--- src/design/relative_subroutine_call_reset_pkg.sv ---
// package: constants and carrier types for the relative call and soft reset decoder
package relative_subroutine_call_reset_pkg;
    localparam int PC_W = 21;
    localparam int OFS_W = 11;
    localparam logic [4:0] CALL_OP = 5'h1B;
    localparam int CALL_OP_LSB = 11;
    localparam logic [15:0] SOFT_RESET_OP = 16'h00FF;
    localparam logic [PC_W-1:0] PC_STEP = 21'h000002;
    localparam logic [PC_W-1:0] PC_RESET = 21'h000000;
    localparam logic [1:0] Q_RESET = 2'h0;
    localparam logic [1:0] Q1 = 2'h0;
    localparam logic [1:0] Q2 = 2'h1;
    localparam logic [1:0] Q3 = 2'h2;
    localparam logic [1:0] Q4 = 2'h3;

    typedef struct packed {
        logic valid;
        logic [15:0] word;
        logic [PC_W-1:0] pc;
    } fetch_t;

    typedef struct packed {
        logic push;
        logic [PC_W-1:0] ret_addr;
    } stack_push_t;

    typedef struct packed {
        logic load;
        logic [PC_W-1:0] target;
    } pc_write_t;
endpackage

--- src/design/relative_subroutine_call_reset_decoder.sv ---
// module: relative subroutine call and soft reset execution
`timescale 1ns/1ps
module relative_subroutine_call_reset_decoder
    import relative_subroutine_call_reset_pkg::*;
(
    input wire logic i_clk,
    input wire logic i_rstn,
    input wire fetch_t i_fetch,
    output logic [1:0] o_phase,
    output stack_push_t o_push,
    output pc_write_t o_pc_wr,
    output logic o_soft_reset,
    output logic o_busy,
    output logic o_flags_untouched
);
    typedef enum logic [1:0] {S_IDLE, S_CALL, S_NOP} state_t;

    state_t state_q;
    logic [1:0] phase;
    logic [15:0] word_q;
    logic [PC_W-1:0] pc_q;
    logic [PC_W-1:0] ret_q;
    logic reset_pend_q;
    logic take_call;
    logic take_reset;

    // the offset must sit directly below the opcode and leave room for the doubling
    if (PC_W <= OFS_W + 1) begin : g_pc_width_check
        $error("program counter too narrow for the call offset");
    end
    if (CALL_OP_LSB != OFS_W) begin : g_opcode_check
        $error("call opcode must sit directly above the offset field");
    end

    function automatic logic is_call(input logic [15:0] w);
        return w[15:CALL_OP_LSB] == CALL_OP;
    endfunction

    function automatic logic [PC_W-1:0] call_target(input logic [PC_W-1:0] ret,
                                                     input logic [OFS_W-1:0] n);
        logic [PC_W-1:0] ofs;
        ofs = {{(PC_W-OFS_W){n[OFS_W-1]}}, n};
        return ret + {ofs[PC_W-2:0], 1'b0};
    endfunction

    quarter_counter u_quarter (
        .i_clk(i_clk),
        .i_rstn(i_rstn),
        .o_phase(phase)
    );

    always_ff @(posedge i_clk) begin
        if (!i_rstn) begin
            o_phase <= Q_RESET;
        end else begin
            o_phase <= phase;
        end
    end

    // a word is taken only in Q1 while idle; anything offered during a call is dropped
    assign take_call = state_q == S_IDLE && phase == Q1 && i_fetch.valid
                       && is_call(i_fetch.word);
    assign take_reset = state_q == S_IDLE && phase == Q1 && i_fetch.valid
                        && i_fetch.word == SOFT_RESET_OP;

    // instruction sequencing; an instruction is taken in Q1
    always_ff @(posedge i_clk) begin
        if (!i_rstn) begin
            state_q <= S_IDLE;
            word_q <= 16'h0000;
            pc_q <= PC_RESET;
        end else begin
            case (state_q)
                S_IDLE: begin
                    if (take_call) begin
                        state_q <= S_CALL;
                        word_q <= i_fetch.word;
                        pc_q <= i_fetch.pc;
                    end
                end
                S_CALL: begin
                    if (phase == Q4) begin
                        state_q <= S_NOP;
                    end
                end
                S_NOP: begin
                    if (phase == Q4) begin
                        state_q <= S_IDLE;
                    end
                end
                default: state_q <= S_IDLE;
            endcase
        end
    end

    // push in Q2 of the first cycle
    always_ff @(posedge i_clk) begin
        if (!i_rstn) begin
            o_push <= '0;
            ret_q <= PC_RESET;
        end else begin
            o_push.push <= 1'b0;
            if (state_q == S_CALL && phase == Q2) begin
                o_push.push <= 1'b1;
                o_push.ret_addr <= pc_q + PC_STEP;
                ret_q <= pc_q + PC_STEP;
            end
        end
    end

    // program counter written in Q4 of the first cycle, after the push
    always_ff @(posedge i_clk) begin
        if (!i_rstn) begin
            o_pc_wr <= '0;
        end else begin
            o_pc_wr.load <= 1'b0;
            if (state_q == S_CALL && phase == Q4) begin
                o_pc_wr.load <= 1'b1;
                o_pc_wr.target <= call_target(ret_q, word_q[OFS_W-1:0]);
            end
        end
    end

    // soft reset decoded in Q1 and held one clock, so that the pulse shares Q2 with o_phase
    always_ff @(posedge i_clk) begin
        if (!i_rstn) begin
            reset_pend_q <= 1'b0;
        end else begin
            reset_pend_q <= take_reset;
        end
    end

    always_ff @(posedge i_clk) begin
        if (!i_rstn) begin
            o_soft_reset <= 1'b0;
        end else begin
            o_soft_reset <= reset_pend_q && phase == Q2;
        end
    end

    // busy covers all eight clocks of a call, from the clock after the take
    always_ff @(posedge i_clk) begin
        if (!i_rstn) begin
            o_busy <= 1'b0;
            o_flags_untouched <= 1'b1;
        end else begin
            o_busy <= state_q != S_IDLE || take_call;
            o_flags_untouched <= 1'b1;
        end
    end
endmodule // relative_subroutine_call_reset_decoder

--- src/design/quarter_counter.sv ---
// module: quarter-cycle phase counter, four phases per instruction cycle
`timescale 1ns/1ps
module quarter_counter
    import relative_subroutine_call_reset_pkg::*;
(
    input wire logic i_clk,
    input wire logic i_rstn,
    output logic [1:0] o_phase
);
    always_ff @(posedge i_clk) begin
        if (!i_rstn) begin
            o_phase <= Q_RESET;
        end else begin
            o_phase <= o_phase + 2'h1;
        end
    end
endmodule // quarter_counter

--- config.mk ---
export PLATFORM = sky130hd
export DESIGN_NAME = relative_subroutine_call_reset_decoder
export DESIGN_NICKNAME = d
export VERILOG_FILES = /design/src/design/relative_subroutine_call_reset_pkg.sv /design/src/design/relative_subroutine_call_reset_decoder.sv /design/src/design/quarter_counter.sv
export SDC_FILE = /design/constraint.sdc
export NUM_CORES = 1
export LEC_CHECK = 0
export ABC_CLOCK_PERIOD_IN_PS = 3200
export BUFFER_PORTS_ARGS = -buffer_cell sky130_fd_sc_hd__buf_2
export CORE_UTILIZATION = 50
export DETAILED_ROUTE_END_ITERATION = 8
export GPL_TIMING_DRIVEN = 1
export PLACE_DENSITY = 0.84
export SYNTH_ARGS = -nofsm -noshare
export SYNTH_HDL_FRONTEND = slang
export SYNTH_HIERARCHICAL = 1
export SYNTH_SLANG_ARGS = --single-unit
--- constraint.sdc ---
create_clock -name i_clk -period 3.2 [get_ports i_clk]
set_clock_uncertainty 0.15 [all_clocks]
set_input_delay 0.16 -clock i_clk [delete_from_list [all_inputs] [get_ports i_clk]]
set_output_delay 0.16 -clock i_clk [all_outputs]
set_load 0.02 [all_outputs]
==> results by group, run 1 <==
Logic synthesis
  – Async set or reset register ratio after synthesis: 0
  – Distinct cells, synth: 54
  – EDFF count, synth: 0
  – Top post-synthesis cells by area: dfxtp_1 41%, nand2_1 9.7%, a21oi_1 9.4%, ha_1 6.0%, xor2_1 4.2%
  – Cells after Synth: 518
  – Synth area leader: dfxtp_1
  – Dominant synthesized flop cell: dfxtp_1
  – Register area share after synthesis: 0.405
  – Flops & latches, synth: 85
  – Syn avg cell area: approximately 8.1 um2
  – Most frequent cell after synthesis: nand2_1
  – Post-synth top area share: 0.405
  – Synth Net Count: 579
  – YS warnings: 6
  – Mapped Area: approximately 4200 um2
  – Post-synth top cells: 109 x nand2_1, 85 x dfxtp_1, 79 x a21oi_1

STA
  – Minimum clock period: a little over 3 ns
  – Worst rel slew slack: 0.571
  – Hold Slack: 0.0544 ns
  – RSZ-0062 raised after global routing: false
  – Final Cycle Share: 0.946
  – Final Slew Violations: 0
  – Final TNS setup: 0 ns
  – Fmax: around 0.33 GHz
  – # setup viols final: 0
  – Worst Setup Slack, final: around 0.17 ns
  – Least-Margin Pin Slew: 0.643 ns
  – Final hold viol count: 0

Route
  – Post-DR vias/cell: between 5 and 6
  – Via count: 4217
  – WL/cell: approximately 15 um
  – Iter 0 DRT Violations: about 320
  – Routed Wire Length: around 11000 um
  – Pre-antenna DRT Iters: 5
  – Remaining DRCs: 0
  – Routed Antenna Nets: 0

Finish
  – Area growth, synth to finish: 25.6%
  – Multi-input logic area: 2370 um2
  – Antenna Cells: 0
  – FF+latch area: approximately 1700 um2
  – Total Nets Final: around 690
  – Post-route cell area: approximately 5300 um2
  – Fill count: 699
  – Layout cells sized above 1: 0.184

CTS
  – Max Root-Sink Buffers: 2
  – CTS H-tree depth: 3
  – CTS tree: yes
  – CTS resizes: 0
  – Cts bufs inserted: 9
  – Root buffer cell: clkbuf_8
  – CTS clk-pin slew, worst paths: 0.09 ns
  – Sink Count: 85
  – Clock Latency Late Sink: about 0.36 ns

Power
  – Int Power: 1.56 mW
  – Clock group share of total power: 0.417
  – VDD IR max: 0.208 mV
  – Combinational group share of total power: 0.055
  – Psw: between 0.4 and 0.5 mW
  – LEAKAGE: between 2 and 2.5 nW
  – Power Dens Cells: 385 nW/um2
  – Sequential share of power: 0.528
  – Switching Share: 0.230

Status
  – Outcome: completed

Floorplan
  – IO Count: 89
  – CORE AREA: about 8000 um2
  – Die width: roughly 94 um
  – Die height: between 90 and 100 um
  – Starting density of the core: 0.514
  – Die ar.: just under 9000 um2
  – Std cell rows: 33

Setup path
  – Crit end category: register
  – Crit path launch type: input port
  – CP Cell Sequence: buf_2 -> clkinv_1 -> buf_4 -> nor4_1 -> dlygate4sd3_1 -> nand2_1 -> dlygate4sd3_1 -> nor4_1
  – Worst path max stage delay: around 0.61 ns
  – Crit Path Class: in2reg
  – CP Data Arrival Time: between 3 and 4 ns
  – Slowest cell on crit path: dlygate4sd3_1
  – Critical Path RT: around 3.3 ns
  – Largest driver fanout on the critical path: 35

Placed design
  – Port Buffers: between 80 and 90
  – DP Area: about 4700 um2
  – Placer congestion estimate: approximately 0.9
  – DP Worst Slack: approximately 0.54 ns
  – Post-DP HPWL: around 7800 um

Min path
  – Worst Hold Class: in2reg

GRT
  – GRT Overall Usage: 0.262
  – Aggregate global routing overflow: 0
  – Global-route wire length before repair: 17900 um
  – Largest net degree at the start of global routing: 39
  – Initial antenna violation count: 0
  – Vias in the first global route: roughly 3800

Job
  – Max cap viols: 0
## per-stage QoR
stage | util | cells | power, mW
2_1_floorplan | - | 518 | 1.13
3_3_place_gp | 0.576 | 689 | 1.17
3_5_place_dp | 0.576 | 689 | 1.17
4_1_cts | 0.646 | 740 | 2.04
5_1_grt | 0.646 | 740 | 2.09
6_report | 0.646 | 740 | 2.03
## area by class of cell
type / instances / area share
multi-input cells: 400 / 0.450
flip-flops and latches: 85 / 0.322
repair buffers: 129 / 0.159
clock buffers: 11 / 0.0249
well taps: 105 / 0.0249
clock inverters: 5 / 0.0159
inverters: 5 / 0.00356
## metal layers
layer | GRT usage | vias up | share of wire
met3 | 0.0356 | 26 | 0.052
met4 | 0.138 | 0 | 0.031
met5 | 0 | - | 0
li1 | - | 2062 | -
met2 | 0.428 | 135 | 0.47
met1 | 0.337 | 1994 | 0.44
## worst max-delay path, delay by kind of cell
| family | cells | cell delay, ns |
|---|---|---|
| and+or+nand+nor | 3 | 0.59 |
| buffers and inverters | 5 | 2.38 |
## worst paths after layout
path	startpoint	endpoint	slack (ns)	cells past startpoint
hold / removal	i_fetch[34]	reset_pend_q	0.05	4
setup reg to reg	ret_q[1]	o_pc_wr[19]	0.50	8
hold reg to reg	o_pc_wr[4]	o_pc_wr[4]	0.30	2
setup / recovery	i_rstn	reset_pend_q	0.17	8
## what timing repair did
action / in CTS / in global routing
hold endpoints to repair: 33 / 0
hold buffers: 35 / 0
buffers inserted: 0 / 0
## cell families after synthesis
kind of cell	Yosys count	synth area share
and+or+nand+nor	207	0.225
AOI/OAI and AO/OA	135	0.196
DFF	85	0.405
buffers and inverters	33	0.0322
xor gates and xnor gates	30	0.0625
adders and majority gates	21	0.0643
muxes	6	0.0146
other	1	0.000893
## cells in the final DEF (no fill, tap or decap), types with 4 or more instances in the layout
cell and count:
a211oi_1 12, a21o_1 9, a21oi_1 79, and3_1 8, buf_2 87, buf_4 7, clkbuf_8 9, dfxtp_1 85
dlygate4sd3_1 35, ha_1 20, inv_1 4, mux2i_1 5, nand2_1 109, nand3_1 18, nand4_1 13, nor2_1 25
nor3_1 8, nor4_1 5, o21ai_0 11, xnor2_1 10, xor2_1 20
## sequential cells by signal, summed over array words and instances (netlist names)
name               count
u_quarter/o_phase      2
ret_q                 21
reset_pend_q           1
o_push                 1
o_soft_reset           1
o_phase                2
o_busy                 1
word_q                11
state_q                2
o_pc_wr               22
pc_q                  21
## power by group through the flow
stage / clock (mW) / combinational [mW] / sequential (mW)
global placement: 0 / 0.0760 / 1.10
floorplan: 0 / 0.0380 / 1.10
global route: 0.891 / 0.121 / 1.07
finish: 0.848 / 0.111 / 1.07
CTS: 0.857 / 0.109 / 1.07
detailed placement: 0 / 0.0772 / 1.10
(Power assumes the default switching activity.)
==> run 2, diff against run 1 <==
--- a/config.mk
+++ b/config.mk
@@ -7,10 +7,10 @@
 export LEC_CHECK = 0
 export ABC_CLOCK_PERIOD_IN_PS = 3200
 export BUFFER_PORTS_ARGS = -buffer_cell sky130_fd_sc_hd__buf_2
-export CORE_UTILIZATION = 50
+export CORE_UTILIZATION = 55
 export DETAILED_ROUTE_END_ITERATION = 8
 export GPL_TIMING_DRIVEN = 1
-export PLACE_DENSITY = 0.84
+export PLACE_DENSITY = 0.9
 export SYNTH_ARGS = -nofsm -noshare
 export SYNTH_HDL_FRONTEND = slang
 export SYNTH_HIERARCHICAL = 1
==> results by group, run 2 (synthesis results as in run 1) <==
Status
  – Outcome: completed

Power
  – Power Dens Cells: 374 nW/um2 (-2.8%)
  – PnR Total Power: 1.97 mW (-3.2%)
  – LEAKAGE: 2.22 nW (about the same)
  – VDD IR max: 0.301 mV (+45%)

Placed design
  – Placer congestion estimate: 0.934 (+5.3%)
  – Port Buffers: 87 (unchanged)
  – Post-DP HPWL: 7840 um (+0.90%)
  – DP Worst Slack: 0.517 ns (-0.0241 ns)
  – Placed Cells: 683 (-0.87%)
  – DP Area: 4700 um2 (-0.16%)

Setup path
  – Worst Setup EP: reset_pend_q
  – CP Depth: 7 (-1)
  – R2r worst-path depth: 8 (unchanged)
  – CP Cell Sequence: buf_2 -> clkinv_1 -> nor4_1 -> dlygate4sd3_1 -> nand2_1 -> dlygate4sd3_1 -> nor4_1
  – Largest driver fanout on the critical path: 35 (unchanged)
  – Crit Path Class: in2reg
  – Critical Path RT: 3.29 ns (-0.03 ns)
  – R2R setup slack: 0.45 ns (-0.05 ns)
  – Crit path max-delay family: buffers and inverters
  – Crit end category: register
  – Reg-to-Reg End: o_pc_wr[19]
  – Critical R2R Launch: ret_q[1]
  – Setup crit start: i_rstn
  – Slowest cell on crit path: dlygate4sd3_1
  – Worst path max stage delay: 0.60 ns (about the same)
  – Buffers and inverters on the worst path: 4 (-1)
  – CP Data Arrival Time: 3.06 ns (-0.09 ns)
  – Crit path launch type: input port

GRT
  – Global-route met1 utilization: 0.374 (+0.0377)
  – Vias in the first global route: 3911 (+3.0%)
  – Initial antenna violation count: 0 (unchanged)
  – Global-route wire length before repair: 18700 um (+4.3%)
  – Gr busiest metal: met2
  – Met2 usage: 0.536 (+0.107)
  – GRT Overall Usage: 0.309 (+0.0465)
  – Met3 usage: 0.0683 (+0.0327)
  – Largest net degree at the start of global routing: 39 (unchanged)
  – Aggregate global routing overflow: 0 (unchanged)

Finish
  – Max reg flops: 22 (unchanged)
  – Commonest non-fill, non-tap cell in the layout: nand2_1
  – Top flop regs: o_pc_wr: 22 flops, pc_q: 21 flops, ret_q: 21 flops
  – Area growth, synth to finish: 25.1%
  – Total Nets Final: 691 (unchanged)
  – Layout cells sized above 1: 0.186 (+0.00157)
  – Reg with most FFs: o_pc_wr
  – Fill count: 555 (-21%)
  – Antenna Cells: 0 (unchanged)
  – Multi-input logic area: 2370 um2 (unchanged)
  – Most frequent cells in the layout: 109 x nand2_1, 87 x buf_2, 85 x dfxtp_1
  – FF+latch area: 1700 um2 (unchanged)
  – Post-route cell area: 5260 um2 (-0.40%)
  – Non-Filler Instances: 734 (-0.81%)

STA
  – Minimum clock period: 2.97 ns (-0.0608 ns)
  – Final Slew Violations: 0 (unchanged)
  – RSZ-0062 raised after global routing: false
  – Final Cycle Share: 0.927 (-0.0190)
  – Final TNS setup: 0 ns (unchanged)
  – # setup viols final: 0 (unchanged)
  – Fmax: 0.337 GHz (+2.1%)
  – Final hold viol count: 0 (unchanged)
  – Worst rel slew slack: 0.550 (-0.0214)
  – Least-Margin Pin Slew: 0.675 ns (+0.0321 ns)
  – Worst Setup Slack, final: 0.234 ns (+0.0608 ns)

Floorplan
  – Std cell rows: 31 (-6.1%)
  – Die width: 89.4 um (-4.6%)
  – IO Count: 89 (unchanged)
  – CORE AREA: 7330 um2 (-10%)
  – Die height: 89.4 um (-4.6%)
  – Starting density of the core: 0.573 (+0.0592)
  – Die ar.: 7990 um2 (-8.9%)

Route
  – Iter 0 DRT Violations: 340 (+4.9%)
  – WL/cell: 16.3 um (+7.9%)
  – Pre-antenna DRT Iters: 6 (+1)
  – Via count: 4233 (+0.38%)
  – Routed Wire Length: 12000 um (+7.0%)
  – Post-DR vias/cell: 5.77 (+1.2%)
  – Routed Antenna Nets: 0 (unchanged)
  – Remaining DRCs: 0 (unchanged)

Min path
  – Worst Hold Class: in2reg
  – Min-delay src: i_fetch[34]

CTS
  – # hold bufs at CTS: 35 (unchanged)
  – Max Root-Sink Buffers: 2 (unchanged)
  – CTS clk-pin slew, worst paths: 0.08 ns (about the same)
  – CTS H-tree depth: 3 (unchanged)
  – Sink Count: 85 (unchanged)
  – Root buffer cell: clkbuf_8
  – Post-CTS Setup Inserts: 0 (unchanged)
  – CTS resizes: 0 (unchanged)
  – Clock Latency Late Sink: 0.36 ns (about the same)
  – Cts bufs inserted: 9 (unchanged)
  – CTS tree: yes

Job
  – Max cap viols: 0 (unchanged)
[run 2: cell count changes in the layout (fill, tap and decap cells not counted)]
| cell | delta |
|---|---|
| clkinv_4 | +2 |
| bufinv_16 | -1 |
| clkinv_2 | +1 |
| clkbuf_8 | +1 |
| clkinvlp_4 | -1 |
| clkbuf_1 | -1 |
| inv_6 | -1 |
[run 2: cell type report]
type	count	share of cell area
Inverter	5	0.00357
Clock buffer	11	0.0269
Tap cell	99	0.0236
Multi-Input combinational cell	400	0.451
Timing Repair Buffer	129	0.159
Sequential cell	85	0.324
Clock inverter	5	0.0114
[run 2: layer usage]
metal  share of wire  up-vias
met3           0.065       38
met4           0.029        0
met2            0.49      181
li1                -     2068
met1            0.41     1946
met5               0        -
[run 2: worst reg2reg max path, stage by stage, from the launching register on]
cell      delay, ns
dfxtp_1        0.34
ha_1           0.22
fa_1           0.42
a21o_1         0.21
a221oi_2       0.40
o221ai_2       0.22
a311oi_2       0.42
or3b_1         0.17
nand3_1        0.07
[run 2: how the worst min path moves through the flow]
stage                                end  slack (ns)  depth (start not counted)
detailed placement               pc_q[6]        0.26                          3
finish                      reset_pend_q        0.06                          4
floorplan           u_quarter/o_phase[1]        0.13                          1
CTS                         reset_pend_q        0.05                          4
global placement                 pc_q[7]        0.25                          3
global route                reset_pend_q        0.07                          4
[run 2: report_power, final]
part	internal (mW)	total, mW	switching (mW)
logic	0.0573	0.113	0.0559
clock network	0.384	0.781	0.397
registers	1.06	1.07	0.00846
total	1.50	1.97	0.462
[run 2: stage by stage]
step	utilization	hold slack, ns
6_report	0.717	0.0611
5_1_grt	0.717	0.0652
4_1_cts	0.717	0.0492
3_5_place_dp	0.642	0.257
3_3_place_gp	0.642	0.251
2_1_floorplan	-	0.132
